===== src/hdl/adc_capture_pkg.sv =====
// Constants shared by the converter capture block and its test bench
package adc_capture_pkg;
	// Clocking
	localparam int unsigned CLOCK_PERIOD_NS = 50;
	localparam int unsigned SOURCE_CLOCK_HZ = 9216000;
	localparam int unsigned CONV_CLOCK_HZ = 1152000;
	localparam int unsigned CONV_DIVIDE = SOURCE_CLOCK_HZ / CONV_CLOCK_HZ;
	localparam logic [2:0] CONV_HALF_LAST = 3'((CONV_DIVIDE / 2) - 1);

	// Serial capture
	localparam int unsigned RESULT_BITS = 16;
	localparam int unsigned COUNT_BITS = 4;
	localparam logic [3:0] TERMINAL_COUNT = 4'hf;
	localparam logic [3:0] COUNT_RESET = 4'h0;
	localparam logic [15:0] SHIFT_RESET = 16'h0000;
	localparam logic [15:0] RESULT_RESET = 16'h0000;
	localparam int unsigned FIFO_DEPTH = 4;

	// Analog input select register fields
	localparam int unsigned SELECT_BITS = 4;
	localparam int unsigned SELECT_ENABLE_BIT = 3;
	localparam int unsigned SELECT_INDEX_MSB = 2;
	localparam logic [3:0] SELECT_RESET = 4'h0;

	// Positions in the synchronised pin vector
	localparam int unsigned SYNC_W = 14;
	localparam int unsigned PIN_DATA_LSB = 0;
	localparam int unsigned PIN_SELECT_N = 8;
	localparam int unsigned PIN_START_N = 9;
	localparam int unsigned PIN_READ_N = 10;
	localparam int unsigned PIN_SDATA = 11;
	localparam int unsigned PIN_SCLK = 12;
	localparam int unsigned PIN_CHANNEL = 13;
	localparam logic [13:0] SYNC_RESET = 14'h3fff;
endpackage : adc_capture_pkg


===== src/hdl/adc_serial_capture.sv =====
// Serial result capture, result latch and analog input select for the converter
//
// Summary of operation
// Select one of eight analog inputs
// Processor writes select byte with strobe
// Bit 3 enables, bits 2..0 pick input
// Upper four select bits are ignored
// Converter shifts result with its own clock
// Shift clock alone advances counter, shifter, flag
// Each shift clock shifts bit, bumps counter
// Terminal flag high after fifteen bits
// Sixteenth shift clock completes the capture
// Completion raises interrupt and loads latches
// Read strobe resets counter, clears interrupt
// Start strobe clears the shift register
// Processor starts conversion via chip select
// Converter clock is source divided by eight; the code divides this block's own clock by eight
// Latched bit picks converter channel
// Latches hold result until next transfer
`timescale 1ns/1ns
module adc_serial_capture
	import adc_capture_pkg::*;
(
	input wire logic i_clock,
	input wire logic i_nrst,
	input wire logic i_clk_en,
	input wire logic [7:0] i_quiet_data,
	input wire logic i_analog_select_strobe_n,
	input wire logic i_conv_start_n,
	input wire logic i_result_read_n,
	input wire logic i_serial_clock,
	input wire logic i_serial_data,
	input wire logic i_channel_pick,
	output logic o_mux_enable,
	output logic [2:0] o_mux_index,
	output logic o_converter_channel_pick,
	output logic o_converter_clock,
	output logic o_counter_terminal_flag,
	output logic o_conversion_done_irq,
	output logic [15:0] o_result,
	output logic o_capture_ready
);
	// Pin synchronisers
	logic [SYNC_W-1:0] pin_raw;
	logic [SYNC_W-1:0] sync1_q;
	logic [SYNC_W-1:0] sync2_q;
	logic [SYNC_W-1:0] prev_q;

	assign pin_raw = {i_channel_pick, i_serial_clock, i_serial_data, i_result_read_n,
		i_conv_start_n, i_analog_select_strobe_n, i_quiet_data};

	// Data pins pass the same two stages so the byte lines up with its strobe
	for (genvar g = 0; g < SYNC_W; g++) begin : g_sync
		always_ff @(posedge i_clock or negedge i_nrst) begin
			if (!i_nrst) begin
				sync1_q[g] <= SYNC_RESET[g];
				sync2_q[g] <= SYNC_RESET[g];
				prev_q[g] <= SYNC_RESET[g];
			end else if (i_clk_en) begin
				sync1_q[g] <= pin_raw[g];
				sync2_q[g] <= sync1_q[g];
				prev_q[g] <= sync2_q[g];
			end
		end
	end

	// Rising edge of a synchronised pin: second stage high, delayed copy still low
	function automatic logic rose_edge(input logic now_lvl, input logic was_lvl);
		return now_lvl & ~was_lvl;
	endfunction : rose_edge

	logic sclk_rise;
	logic select_write;
	logic read_low;
	logic start_low;
	assign sclk_rise = rose_edge(sync2_q[PIN_SCLK], prev_q[PIN_SCLK]);
	// Data is taken at the trailing edge of the strobe, one stage back, so it is the byte held while low
	assign select_write = rose_edge(sync2_q[PIN_SELECT_N], prev_q[PIN_SELECT_N]);
	assign read_low = ~sync2_q[PIN_READ_N];
	assign start_low = ~sync2_q[PIN_START_N];

	// Analog input select register
	logic [SELECT_BITS-1:0] select_q, select_d;
	logic channel_q, channel_d;

	always_comb begin
		select_d = select_q;
		if (select_write) begin
			select_d = prev_q[PIN_DATA_LSB +: SELECT_BITS];
		end
		channel_d = sync2_q[PIN_CHANNEL];
	end

	always_ff @(posedge i_clock or negedge i_nrst) begin
		if (!i_nrst) begin
			select_q <= SELECT_RESET;
			channel_q <= 1'b1;
		end else if (i_clk_en) begin
			select_q <= select_d;
			channel_q <= channel_d;
		end
	end

	assign o_mux_enable = select_q[SELECT_ENABLE_BIT];
	assign o_mux_index = select_q[SELECT_INDEX_MSB:0];
	assign o_converter_channel_pick = channel_q;

	// Converter clock divider
	// Runs from this block's own clock rather than a separate source clock
	logic [2:0] div_q, div_d;
	logic conv_clk_q, conv_clk_d;

	always_comb begin
		div_d = 3'(div_q + 1'b1);
		conv_clk_d = conv_clk_q;
		if (div_q == CONV_HALF_LAST) begin
			div_d = 3'h0;
			conv_clk_d = ~conv_clk_q;
		end
	end

	always_ff @(posedge i_clock or negedge i_nrst) begin
		if (!i_nrst) begin
			div_q <= 3'h0;
			conv_clk_q <= 1'b0;
		end else if (i_clk_en) begin
			div_q <= div_d;
			conv_clk_q <= conv_clk_d;
		end
	end

	assign o_converter_clock = conv_clk_q;

	// Serial capture: shifter, bit counter, terminal flag
	logic [RESULT_BITS-1:0] shift_q, shift_d;
	logic [COUNT_BITS-1:0] count_q, count_d;
	logic term_q, term_d;
	logic [RESULT_BITS-1:0] word_in;
	logic push;
	logic fifo_ready;

	always_comb begin
		word_in = {shift_q[RESULT_BITS-2:0], sync2_q[PIN_SDATA]};
		shift_d = shift_q;
		count_d = count_q;
		push = 1'b0;
		if (sclk_rise) begin
			shift_d = word_in;
			count_d = COUNT_BITS'(count_q + 1'b1);
			push = term_q & ~read_low;
		end
		// A held start clears the shifter and beats a coincident shift clock
		if (start_low) begin
			shift_d = SHIFT_RESET;
		end
		if (read_low) begin
			count_d = COUNT_RESET;
		end
		term_d = (count_d == TERMINAL_COUNT);
	end

	always_ff @(posedge i_clock or negedge i_nrst) begin
		if (!i_nrst) begin
			shift_q <= SHIFT_RESET;
			count_q <= COUNT_RESET;
			term_q <= 1'b0;
		end else if (i_clk_en) begin
			shift_q <= shift_d;
			count_q <= count_d;
			term_q <= term_d;
		end
	end

	assign o_counter_terminal_flag = term_q;

	// Completed words queue here; a word pushed while the queue is full is lost
	logic fifo_valid;
	logic [RESULT_BITS-1:0] fifo_data;
	logic pop;

	result_fifo #(
		.WIDTH(RESULT_BITS),
		.DEPTH(FIFO_DEPTH)
	) u_result_fifo (
		.i_clock(i_clock),
		.i_nrst(i_nrst),
		.i_clk_en(i_clk_en),
		.i_in_valid(push),
		.i_in_data(word_in),
		.o_in_ready(fifo_ready),
		.o_out_valid(fifo_valid),
		.o_out_data(fifo_data),
		.i_out_ready(pop)
	);

	assign o_capture_ready = fifo_ready;

	// Result latch and completion flag
	logic done_q, done_d;
	logic [RESULT_BITS-1:0] result_q, result_d;

	always_comb begin
		// The latch drains the queue only once software has taken the previous word
		// A long read strobe drains one queued word per cycle, so keep reads short
		pop = fifo_valid & (~done_q | read_low);
		done_d = done_q;
		result_d = result_q;
		if (read_low) begin
			done_d = 1'b0;
		end
		// Set beats clear so a word arriving during the read is not missed
		if (pop) begin
			done_d = 1'b1;
			result_d = fifo_data;
		end
	end

	always_ff @(posedge i_clock or negedge i_nrst) begin
		if (!i_nrst) begin
			done_q <= 1'b0;
			result_q <= RESULT_RESET;
		end else if (i_clk_en) begin
			done_q <= done_d;
			result_q <= result_d;
		end
	end

	assign o_conversion_done_irq = done_q;
	assign o_result = result_q;
endmodule : adc_serial_capture


===== src/hdl/result_fifo.sv =====
// Small flip-flop FIFO with valid/ready on both sides and registered flags
`timescale 1ns/1ns
module result_fifo #(
	parameter int unsigned WIDTH = 16,
	parameter int unsigned DEPTH = 4
) (
	input wire logic i_clock,
	input wire logic i_nrst,
	input wire logic i_clk_en,
	input wire logic i_in_valid,
	input wire logic [WIDTH-1:0] i_in_data,
	output logic o_in_ready,
	output logic o_out_valid,
	output logic [WIDTH-1:0] o_out_data,
	input wire logic i_out_ready
);
	localparam int unsigned AW = (DEPTH > 1) ? $clog2(DEPTH) : 1;
	localparam logic [AW:0] DEPTH_C = (AW + 1)'(DEPTH);
	localparam logic [AW-1:0] LAST_C = AW'(DEPTH - 1);

	logic [WIDTH-1:0] mem_q [DEPTH];
	logic [WIDTH-1:0] mem_d [DEPTH];
	logic [AW-1:0] wr_q, wr_d, rd_q, rd_d;
	logic [AW:0] count_q, count_d;
	logic ready_q, ready_d, valid_q, valid_d;
	logic push, pop;

	always_comb begin
		push = i_in_valid & ready_q;
		pop = valid_q & i_out_ready;
		mem_d = mem_q;
		wr_d = wr_q;
		rd_d = rd_q;
		count_d = count_q;
		if (push) begin
			mem_d[wr_q] = i_in_data;
			wr_d = (wr_q == LAST_C) ? '0 : AW'(wr_q + 1'b1);
		end
		if (pop) begin
			rd_d = (rd_q == LAST_C) ? '0 : AW'(rd_q + 1'b1);
		end
		if (push && !pop) begin
			count_d = (AW + 1)'(count_q + 1'b1);
		end else if (pop && !push) begin
			count_d = (AW + 1)'(count_q - 1'b1);
		end
		// Flags are registered so the ports come straight from flip-flops
		ready_d = (count_d != DEPTH_C);
		valid_d = (count_d != '0);
	end

	always_ff @(posedge i_clock or negedge i_nrst) begin
		if (!i_nrst) begin
			for (int i = 0; i < DEPTH; i++) begin
				mem_q[i] <= '0;
			end
			wr_q <= '0;
			rd_q <= '0;
			count_q <= '0;
			ready_q <= 1'b1;
			valid_q <= 1'b0;
		end else if (i_clk_en) begin
			mem_q <= mem_d;
			wr_q <= wr_d;
			rd_q <= rd_d;
			count_q <= count_d;
			ready_q <= ready_d;
			valid_q <= valid_d;
		end
	end

	assign o_in_ready = ready_q;
	assign o_out_valid = valid_q;
	assign o_out_data = mem_q[rd_q];
endmodule : result_fifo


===== config.mk =====
export PLATFORM = sky130hd
export DESIGN_NAME = adc_serial_capture
export DESIGN_NICKNAME = d
export VERILOG_FILES = /design/src/hdl/adc_capture_pkg.sv /design/src/hdl/adc_serial_capture.sv /design/src/hdl/result_fifo.sv
export SDC_FILE = /design/constraint.sdc
export NUM_CORES = 1
export LEC_CHECK = 0
export BUFFER_PORTS_ARGS = -buffer_cell sky130_fd_sc_hd__buf_2
export CORE_ASPECT_RATIO = 1.1
export CORE_MARGIN = 2
export CORE_UTILIZATION = 54
export DETAILED_ROUTE_END_ITERATION = 6
export PLACE_DENSITY = 0.75
export SYNTH_ARGS = -nofsm -noshare
export SYNTH_HDL_FRONTEND = slang
export SYNTH_SLANG_ARGS = --single-unit

===== constraint.sdc =====
create_clock -name i_clock -period 1.8 [get_ports i_clock]
set_input_delay 0.09 -clock i_clock [delete_from_list [all_inputs] [get_ports i_clock]]
set_output_delay 0.09 -clock i_clock [all_outputs]
set_load 0.01 [all_outputs]

# --- Word-level counts from Yosys, hierarchy flattened ---
# Index checks and enable logic that the tools add are counted.
totals:
  elab_cells: 105
  reg_bits: 145
classes:
  reduce_logical: 13
  order_cmp: 3
  n_addsub: 6
  bitwise_logic: 14
  n_eq_ne: 7
  muxes: 18
ops:
  columns: ["cell", "count"]
  rows:
  - ["64-bit bitwise mux", 1]
  - ["16-bit two-way mux", 3]
  - ["16-bit binary-select mux with 2-bit select", 1]
  - ["16-bit demux with 2-bit select", 1]
  - ["15-bit two-way mux", 2]
  - ["2-bit AND reduction", 7]
  - ["3-bit two-way mux", 3]
  - ["4-bit two-way mux", 2]
  - ["3-bit by 1-bit adder with 3-bit output (second input constant)", 2]
  - ["1-bit AND", 6]
  - ["3-bit >= comparator (second input constant)", 2]
  - ["2-bit NOT with 3-bit output", 2]
  - ["1-bit NOT", 5]
  - ["2-bit by 1-bit adder with 2-bit output (second input constant)", 2]
  - ["4-bit by 1-bit adder with 4-bit output (second input constant)", 1]
  - ["2-bit equality test (second input constant)", 2]
  - ["4-bit equality test (second input constant)", 1]
  - ["2-bit two-way mux", 2]
  - ["2-bit by 1-bit != test with 1-bit output (second input constant)", 2]
  - ["3-bit by 2-bit equality test with 1-bit output (second input constant)", 1]
  - ["1-bit logical AND", 3]
  - ["3-bit by 1-bit < comparator with 1-bit output (second input constant)", 1]
  - ["1-bit two-way mux", 3]
  - ["3-bit != test (second input constant)", 1]
  - ["4 further kinds", 5]

# --- Depth between registers and ports, before layout ---
# Gate-level depths: netlist of run 1.
logic_depth:
  word_depth: 9
  ltp_mapped: 6
  depth_no_buf: 6

# --- By module ---
# Synthesis of run 1 repeated with hierarchy kept, for this count alone.
hier_totals:
  hier_cells: 442
  hier_area_um2: 6565.0
modules_own_cells:
  columns: ["module", "area_per_inst_um2", "seq_area_each_um2", "cells_each", "instances"]
  rows:
  - ["result_fifo", 3617.2, 1828.0, 217, 1]
  - ["adc_serial_capture", 2947.8, 1835.5, 225, 1]

# --- Worst setup path after synthesis of run 1 ---
# Ideal clock, no wire load.
synth_timing:
  path_type: "register to register"
  start: "register sync2_q[10]"
  end: "register u_result_fifo.mem_q[50] (netlist bit)"
  setup_time_ps: 125
  stages_incl_launch_ff: 7
  t_arrival_ps: 1724
  setup_slack_ps: -50
  path_cell_list: "dfstp_2 buf_2 nand4b_4 nor3_4 nand2_2 buf_6 mux2_4"
synth_via:
  elab_chain_cells: 4
synth_lines:
  columns: ["element", "line_no", "source"]
  rows:
  - ["start, declared", "adc_serial_capture.sv:46", "logic [SYNC_W-1:0] sync2_q;"]
  - ["start signal, assigned by index", "adc_serial_capture.sv:57", "sync2_q[g] <= SYNC_RESET[g];"]
  - ["start signal, assigned by index", "adc_serial_capture.sv:61", "sync2_q[g] <= sync1_q[g];"]
  - ["1-bit AND", "adc_serial_capture.sv:150", "push = term_q & ~read_low;"]
  - ["1-bit two-way mux", "adc_serial_capture.sv:147", "if (sclk_rise) begin"]
  - ["1-bit AND", "result_fifo.sv:29", "push = i_in_valid & ready_q;"]
  - ["2-bit AND reduction (no line)", null, null]
  - ["end signal, assigned", "result_fifo.sv:63", "mem_q <= mem_d;"]
  - ["end, declared", "result_fifo.sv:21", "logic [WIDTH-1:0] mem_q [DEPTH];"]
# No other way between the ends.
# A chain may end at the register's enable or synchronous reset.

# --- Final worst setup path of run 1 ---
# Ends and elaborated chain as after synthesis.

==> results.cfg, run 1 <==
[status]
status = completed

[clocking]
cts.clk_slew.worst_paths_ps = 60
cts_max_path_buffers = 2
root_buffer = clkbuf_16
htree_levels = 4
clock_latency_ps = 410
numCtsBuffers = 17
cts_tree = built
clock_sinks = 145

[detailed_routing]
num_vias = 3771
firstDrtPassIters = 6
drc = 0
routed_wl_mm = 11.46
vias_per_cell = 5.587
drt-initial-drc-count = 163
wl_per_cell_um = 16.97
ant_nets = 0

[synthesis]
syn_area_per_cell_sq_um = 14.31
syn_area_sq_um = 6295
synth_nets = 466
netlist_instances = 440
ys_types = 43
ys_ff_latch = 145
yosys_warnings = 0
synth_seq_area_share = 0.5820

[timing]
max-slew-margin-rel = 0.6759
setup_slack_ps = 70.04
hold_slack_ps = 178.3
finClkSkew_ps = 7.044
finalSetupViolCount = 0
setup_tns_ps = 0
timing.final.hold_violations = 0
fmax_mhz = 578.0
slew_viol_final = 0
fin_crit_ps = 1730
period_share = 0.9611
rsz0062_at_grt = true
tightestPinTransition_ps = 486.1

[setup_path]
cp_cell_sequence = nand4b_4, nor3_4, nand2_2, buf_12, mux2_4
worstPathArrival_ps = 2020
setup.worst_path.class = flip-flop to flip-flop
cp.required_ps = 2090
slowest_delay_ps = 580
timing.critical_path.from = sync2_q[10]
cp_slowest_cell = dfstp_2
r2r-start = sync2_q[10]
cp-start-kind = flip-flop
rrSetupSlack_ps = 70
worstPathMaxFanout = 16
cp-end-kind = flip-flop

[floorplanning]
die_x_um = 106.9
fp.dieArea_sq_um = 12540
io_pins = 42
core_sq_um = 11440
die_h_um = 117.2
start_util = 0.5503
std_cell_rows = 41

[finish]
multi_input_area_sq_um = 2500
fillers = 819
drive_gt1_frac = 0.5029
num_antenna_cells = 0
fin_util = 0.6659
final_common_cell = dfrtp_1
fin_nets = 538
seqCellArea_sq_um = 3664
syn_to_final_growth_pct = 21.01
fin_cells = 675
final_cell_mix = dfrtp_1 (117), mux2_2 (109), nand2_1 (43), buf_2 (36), dfstp_2 (28)

[place]
hpwlAfterDp_mm = 7.036
pre_cts_ws_ps = -4.274
portBuffers = 37
post-place-cells = 630
gp_congestion = 0.7798

[global_routing]
grt_max_degree = 50
grt_overflow_total = 0
grt_pass1_wl_mm = 19.17
globalRouteTotalUtil = 0.2001
grt_pass1_vias = 4016
antenna_found_initial = 0

[pwr]
leakagePower_nw = 3.647
ir_worst_vdd_mv = 0.7100
combPwrFrac = 0.177
p_clk_frac = 0.407
sequentialPowerShare = 0.416
switching_share = 0.2561
p_switching_mw = 2.363
p_int_mw = 6.861
power_density_nw_per_um2 = 1211

[worst_hold_path]
min_path_type = input port to flip-flop
hold_start = i_clk_en

[run]
maxCapViolCount = 0
-- synth_stat cells (all sizes together) --
| master | count | area share |
|---|---|---|
| nor2 | 4 | 0.0024 |
| a31oi | 1 | 0.00099 |
| nand3 | 4 | 0.0032 |
| a21oi | 1 | 0.00079 |
| and2 | 1 | 0.00099 |
| dfstp | 28 | 0.12 |
| mux2 | 113 | 0.20 |
| a41o | 1 | 0.0016 |
| xnor2 | 3 | 0.0042 |
| o211ai | 3 | 0.0036 |
| a21boi | 3 | 0.0036 |
| nand2b | 1 | 0.00099 |
| a211o | 1 | 0.0014 |
| nand3b | 3 | 0.0036 |
| or3 | 2 | 0.0020 |
| a21o | 1 | 0.0012 |
| nand4 | 5 | 0.0050 |
| mux2i | 1 | 0.0016 |
| nand2 | 48 | 0.031 |
| and4b | 1 | 0.0016 |
| o22ai | 1 | 0.00099 |
| o2bb2ai | 1 | 0.0014 |
| clkbuf | 10 | 0.0060 |
| a41oi | 2 | 0.0028 |
| buf | 11 | 0.012 |
| nor3 | 3 | 0.0042 |
| a21bo | 2 | 0.0032 |
| nor2b | 4 | 0.0040 |
| o21ai | 26 | 0.021 |
| dfrtp | 117 | 0.47 |
| inv | 8 | 0.0048 |
| nand4b | 1 | 0.0038 |
| o2111ai | 1 | 0.0014 |
| ha | 9 | 0.018 |
| a22o | 2 | 0.0028 |
| mux4 | 16 | 0.057 |
| a211oi | 1 | 0.0012 |
-- stage by stage --
| stage | total power [mW] | area, sq um |
|---|---|---|
| after floorplan | 4.912 | 6301 |
| after global placement | 5.419 | 6840 |
| after detailed placement | 5.499 | 6840 |
| after CTS | 9.288 | 7594 |
| after global routing | 9.629 | 7617 |
| final | 9.224 | 7617 |
-- layout make-up --
| cell class | count | area share |
|---|---|---|
| inverter | 8 | 0.003942 |
| timing repair buffer | 74 | 0.07835 |
| multi-input combinational | 266 | 0.3282 |
| clock buffer | 22 | 0.06357 |
| sequential | 145 | 0.4809 |
| clock inverter | 10 | 0.02037 |
| tap | 150 | 0.02464 |
-- metal layers --
| metal | part of all wire | track usage |
|---|---|---|
| met2 | 0.52 | 0.3507 |
| met1 | 0.43 | 0.2401 |
| met3 | 0.028 | 0.04817 |
| met4 | 0.020 | 0.08139 |
| met5 | 0 | 0 |
-- cell families (layout without fill, tap and decap cells) --
logic type	count (synthesis)	after routing	share of synthesized area
AND/OR/NAND/NOR	77	77	0.06221
XOR/XNOR	3	3	0.004175
multiplexers	130	130	0.2634
AO/OA/AOI/OAI	47	47	0.04751
flip-flops	145	145	0.5820
adder cells (fa/ha/maj)	9	9	0.01789
buffers and inverters	29	114	0.02286
-- critical path, delay by kind of cell (launching register included) --
family	cells	cell delay (ps)
buffers and inverters	1	170
flip-flops	1	580
multiplexers	1	300
AND/OR/NAND/NOR	3	550
-- final timing paths --
path | endpoint | cells past startpoint
min | o_conversion_done_irq | 4
min in group asynchronous | u_result_fifo.mem_q[38] | 2
max in group asynchronous | prev_q[2] | 3
max | u_result_fifo.mem_q[50] | 5
max reg2reg | u_result_fifo.mem_q[50] | 5
min reg2reg | o_converter_clock | 1
-- flip-flops by register name (all words and copies together), names as in the netlist, 2 cells and up --
| register | flops |
|---|---|
| u_result_fifo.mem_q | 64 |
| o_result | 16 |
| shift_q | 15 |
| sync1_q | 10 |
| sync2_q | 9 |
| prev_q | 6 |
| count_q | 4 |
| select_q | 4 |
| div_q | 3 |
| u_result_fifo.count_q | 3 |
| u_result_fifo.rd_q | 2 |
| u_result_fifo.wr_q | 2 |
-- power groups by stage --
stage	clock network (mW)	registers [mW]	logic [mW]
final	3.75	3.84	1.64
after global routing	3.95	3.88	1.80
after CTS	3.80	3.84	1.65
after detailed placement	0	3.89	1.61
after global placement	0	3.86	1.56
after floorplan	0	3.87	1.04
-- repair_timing --
action / 4_1_cts / 5_1_grt
hold buffers: 11 / 0
gates resized for setup: 1 / 2
endpoints found under the setup margin: 1 / 7
setup buffers: 0 / 2
hold endpoints to repair: 53 / 0
gates cloned: 0 / 0
pin swaps: 0 / 1
No activity file was read; power rests on OpenSTA's default activity.
==> run 2: changes to the inputs <==
- CORE_ASPECT_RATIO: 1.1 -> 2
==> run 2 against run 1 <==
Net effect:
- critical path depth increased by 1
- register-to-register slack improved by 30 ps
- via count increased by 0.34%
- first-iteration DRC count grew 28%
- fmax increased by 1.5%
- clock power shrank 5%
- hold slack lost 8.0 ps
- critical endpoint is now u_result_fifo.o_out_valid
==> results.cfg, run 2 (synthesis results as in run 1) <==
[finish]
final_cell_mix = dfrtp_1 (117), mux2_2 (109), nand2_1 (43), buf_2 (36), dfstp_2 (28)
stdcell_area_sq_um = 7567
largest_register = u_result_fifo.mem_q
fin_nets = 538
seqCellArea_sq_um = 3664
syn_to_final_growth_pct = 20.21
fillers = 827
num_antenna_cells = 0
final_common_cell = dfrtp_1
fin_cells = 667
multi_input_area_sq_um = 2492
drive_gt1_frac = 0.4990
largest_reg_flops = 64

[timing]
fin_crit_ps = 1705
period_share = 0.9470
tightestPinTransition_ps = 617.7
timing.final.hold_violations = 0
slew_viol_final = 0
finClkSkew_ps = 6.926
fmax_mhz = 586.6
rsz0062_at_grt = false
setup_tns_ps = 0
hold_slack_ps = 170.3
finalSetupViolCount = 0
setup_slack_ps = 95.37
max-slew-margin-rel = 0.5882

[pwr]
leakagePower_nw = 3.617
p_clk_frac = 0.393
combPwrFrac = 0.181
p_switching_mw = 2.451
sequentialPowerShare = 0.425
ir_worst_vdd_mv = 0.7984
power_density_nw_per_um2 = 1199
switching_share = 0.2702
p_int_mw = 6.619

[global_routing]
antenna_found_initial = 0
grt_max_degree = 69
met1_usage = 0.2333
gr-usage-met2 = 0.3937
grt_pass1_vias = 4191
globalRouteTotalUtil = 0.2120
top_usage_layer = met2
use_met3 = 0.04614
grt_pass1_wl_mm = 20.15
grt_overflow_total = 0

[place]
dpl_cell_area_sq_um = 6810
gp_congestion = 0.7132
pre_cts_ws_ps = -33.65
hpwlAfterDp_mm = 7.646
portBuffers = 37
post-place-cells = 621

[clocking]
htree_levels = 4
cts_tree = built
clock_sinks = 145
numCtsBuffers = 17
root_buffer = clkbuf_16
cts_max_path_buffers = 2
cts.clk_slew.worst_paths_ps = 60
clock_latency_ps = 420

[floorplanning]
core_sq_um = 11350
std_cell_rows = 55
start_util = 0.5544
io_pins = 42
die_h_um = 156.7
die_x_um = 80.35
fp.dieArea_sq_um = 12590

[setup_path]
cp-start-kind = flip-flop
cpMostUsedCell = nand4_1
slowest_delay_ps = 570
setup.worst_path.class = flip-flop to flip-flop
cp_slowest_cell = dfstp_2
rr_endpoint = u_result_fifo.o_out_valid
crit_buf_inv = 2
reg2reg_depth = 6
cp-end-kind = flip-flop
r2r-start = sync2_q[10]
cp_cell_sequence = buf_6, and4b_2, nand4_1, buf_4, nand4_1, o211ai_1
worstPathArrival_ps = 1990
worstPathMaxFanout = 8
cp.required_ps = 2080
rrSetupSlack_ps = 100
crit_family = simple AND/OR/NAND/NOR gates

[detailed_routing]
firstDrtPassIters = 5
wl_per_cell_um = 17.79
routed_wl_mm = 11.86
drt-initial-drc-count = 209
ant_nets = 0
vias_per_cell = 5.673
num_vias = 3784
drc = 0

[worst_hold_path]
whs_path_depth = 4
min_path_type = input port to flip-flop
min_to = u_result_fifo.count_q[1]
hold_start = i_clk_en

[run]
maxCapViolCount = 0

[status]
status = completed
==> run 2: layout make-up <==
cell class | count | share of cell area
tap | 142 | 0.02348
clock buffer | 19 | 0.05853
multi-input combinational | 266 | 0.3294
sequential | 145 | 0.4841
clock inverter | 13 | 0.02116
timing repair buffer | 74 | 0.07937
inverter | 8 | 0.003968
==> run 2: power groups by stage <==
stage               Sequential [mW]  Clock, mW  Combinational (mW)
floorplan                      3.87          0                1.04
detailed placement             3.91          0                1.62
global placement               3.89          0                1.54
global route                   3.90       3.76                1.82
CTS                            3.86       3.62                1.65
finish                         3.86       3.57                1.64
==> run 2: timing repair <==
action	CTS	global route
buffers inserted	1	2
hold buffers	11	0
endpoints found under the hold margin	46	0
pin swaps	1	3
endpoints found under the setup margin	48	49
gates resized for setup	0	3
==> run 2: how the worst max path moves through the flow <==
stage | from | cells past startpoint | to | slack (ps)
global route | sync2_q[10] | 5 | u_result_fifo.o_in_ready | 3
detailed placement | sync2_q[12] | 5 | u_result_fifo.mem_q[53] | -30
CTS | sync2_q[10] | 5 | u_result_fifo.o_in_ready | 2
finish | sync2_q[10] | 6 | u_result_fifo.o_out_valid | 100
floorplan | sync2_q[10] | 6 | u_result_fifo.mem_q[50] | 4
global placement | sync2_q[12] | 5 | u_result_fifo.mem_q[51] | 30
==> run 2: metal layers <==
metal / vias to the layer above / wire (um)
met1: 1961 / 4330
li1: 1730 / -
met3: 23 / 326
met4: 0 / 218
met5: - / 0
met2: 70 / 6990
==> run 2: per-stage QoR <==
stage	util	power [mW]
global placement	0.5998	5.430
global route	0.6664	9.482
finish	0.6664	9.070
detailed placement	0.5998	5.538
CTS	0.6644	9.126
floorplan	-	4.912
==> run 2: worst register-to-register path, stage by stage, from the launching register on <==
cell and delay [ps]:
dfstp_2 570, buf_6 140, and4b_2 300, nand4_1 170, buf_4 180, nand4_1 110, o211ai_1 100
==> run 3: changes to the inputs <==
- RECOVER_POWER: default -> 100
- SLEW_MARGIN: default -> 30
==> run 3 against run 2 <==
Net effect:
- power fell by 0.58%
- fmax fell by 0.31%
- flip-flop and latch count did not move
- via count rose by 0.34%
- worst setup slack got worse by 5.3 ps
- cell area fell by 1.6%
- largest cell class unchanged
- highest routed layer unchanged
==> results.cfg, run 3 (synthesis results as in run 1) <==
[detailed_routing]
routed_wl_mm = 11.88
num_vias = 3797
drc = 0
ant_nets = 0
vias_per_cell = 5.693
drt-initial-drc-count = 204
wl_per_cell_um = 17.82
firstDrtPassIters = 6

[floorplanning]
start_util = 0.5544
core_sq_um = 11350
io_pins = 42
fp.dieArea_sq_um = 12590
die_h_um = 156.7
std_cell_rows = 55
die_x_um = 80.35

[timing]
slew_viol_final = 0
max-slew-margin-rel = 0.3221
finClkSkew_ps = 7.082
tightestPinTransition_ps = 1017
fmax_mhz = 584.8
fin_crit_ps = 1710
timing.final.hold_violations = 0
rsz0062_at_grt = false
period_share = 0.9500
hold_slack_ps = 165.5
finalSetupViolCount = 0

[clocking]
cts_max_path_buffers = 2
cts.clk_slew.worst_paths_ps = 60
clock_sinks = 145
htree_levels = 4
cts_tree = built
numCtsBuffers = 17
root_buffer = clkbuf_16
clock_latency_ps = 420

[global_routing]
globalRouteTotalUtil = 0.2120
grt_max_degree = 69
grt_overflow_total = 0
grt_pass1_vias = 4191
grt_pass1_wl_mm = 20.15
antenna_found_initial = 0

[finish]
fin_nets = 538
syn_to_final_growth_pct = 18.25
largest_register = u_result_fifo.mem_q
final_common_cell = dfrtp_1
drive_gt1_frac = 0.4381
stdcell_area_sq_um = 7443
largest_reg_flops = 64
final_cell_mix = dfrtp_1 (117), mux2_2 (109), nand2_1 (47), clkbuf_1 (27), dfstp_2 (26)
num_antenna_cells = 0

[setup_path]
rr_endpoint = u_result_fifo.mem_q[51]
cp-end-kind = flip-flop
slowest_delay_ps = 580
cp_slowest_cell = dfstp_2
cp.required_ps = 2100
cp-start-kind = flip-flop
reg2reg_depth = 6
rrSetupSlack_ps = 90
worstPathArrival_ps = 2010
worstPathMaxFanout = 16
cp_cell_sequence = nand4b_4, nor3_4, buf_12, nand2_1, buf_6, mux2_4
setup.worst_path.class = flip-flop to flip-flop
r2r-start = sync2_q[12]

[worst_hold_path]
min_path_type = input port to flip-flop
hold_start = i_clk_en
whs_path_depth = 4
min_to = u_result_fifo.count_q[1]

[pwr]
ir_worst_vdd_mv = 0.7878
power_density_nw_per_um2 = 1211
leakagePower_nw = 3.477

[status]
status = completed

[place]
portBuffers = 37
dpl_cell_area_sq_um = 6810
hpwlAfterDp_mm = 7.646
gp_congestion = 0.7132

[run]
maxCapViolCount = 0
## run 3: cell count changes in the layout (fill, tap and decap cells not counted), sizes merged
| cell | change |
|---|---|
| clkbuf | +34 |
| buf | -34 |
## run 3: critical path, delay by kind of cell (launching register included)
family / cells / cell delay [ps]
and+or+nand+nor: 3 / 380
muxes: 1 / 310
DFF: 1 / 580
buffers and inverters: 2 / 330
## run 3: per-stage QoR
| step | setup TNS (ps) | worst slack, ps | cells | power, mW | util |
|---|---|---|---|---|---|
| 4_1_cts | 0 | 1.534 | 665 | 9.126 | 0.6644 |
| 3_5_place_dp | -189.5 | -33.65 | 621 | 5.538 | 0.5998 |
| 2_1_floorplan | 0 | 4.441 | 440 | 4.912 | - |
| 3_3_place_gp | 0 | 33.27 | 621 | 5.430 | 0.5998 |
| 6_report | 0 | 90.02 | 667 | 9.017 | 0.6555 |
| 5_1_grt | 0 | 2.540 | 667 | 9.431 | 0.6555 |
## run 3: layer usage
metal  global-route usage  vias to the layer above  share of wire
met3              0.04614                       18          0.027
met4              0.07103                        0          0.018
li1                     -                     1727              -
met1               0.2333                     1979           0.37
met2               0.3937                       73           0.59
met5                    0                        -              0
## run 3: power by group
part           total, mW  leakage [nW]  internal (mW)  switching, mW
Sequential          3.86          1.89           3.61          0.250
Clock               3.57         0.283           2.21           1.35
Combinational       1.60          1.30          0.752          0.844
Total               9.02          3.48           6.57           2.44
## run 3: cell type report
class | instances | area (sq um)
sequential | 145 | 3664
tap | 142 | 177.7
clock buffer | 19 | 442.9
inverter | 8 | 30.03
multi-input combinational | 266 | 2482
timing repair buffer | 74 | 486.7
clock inverter | 13 | 160.2
fill | 853 | 3911
## run 3: worst max-delay path by stage
stage / startpoint / endpoint
after floorplan: sync2_q[10] / u_result_fifo.mem_q[50]
after global placement: sync2_q[12] / u_result_fifo.mem_q[51]
after detailed placement: sync2_q[12] / u_result_fifo.mem_q[53]
after CTS: sync2_q[10] / u_result_fifo.o_in_ready
after global routing: sync2_q[10] / u_result_fifo.o_in_ready
final: sync2_q[12] / u_result_fifo.mem_q[51]
## run 3: repair_timing
item	in CTS	in global routing
pin swaps	1	3
gates cloned	0	0
hold buffers	11	0
gates resized for setup	0	3
endpoints found under the setup margin	48	49
endpoints found under the hold margin	46	0
buffers inserted	1	2
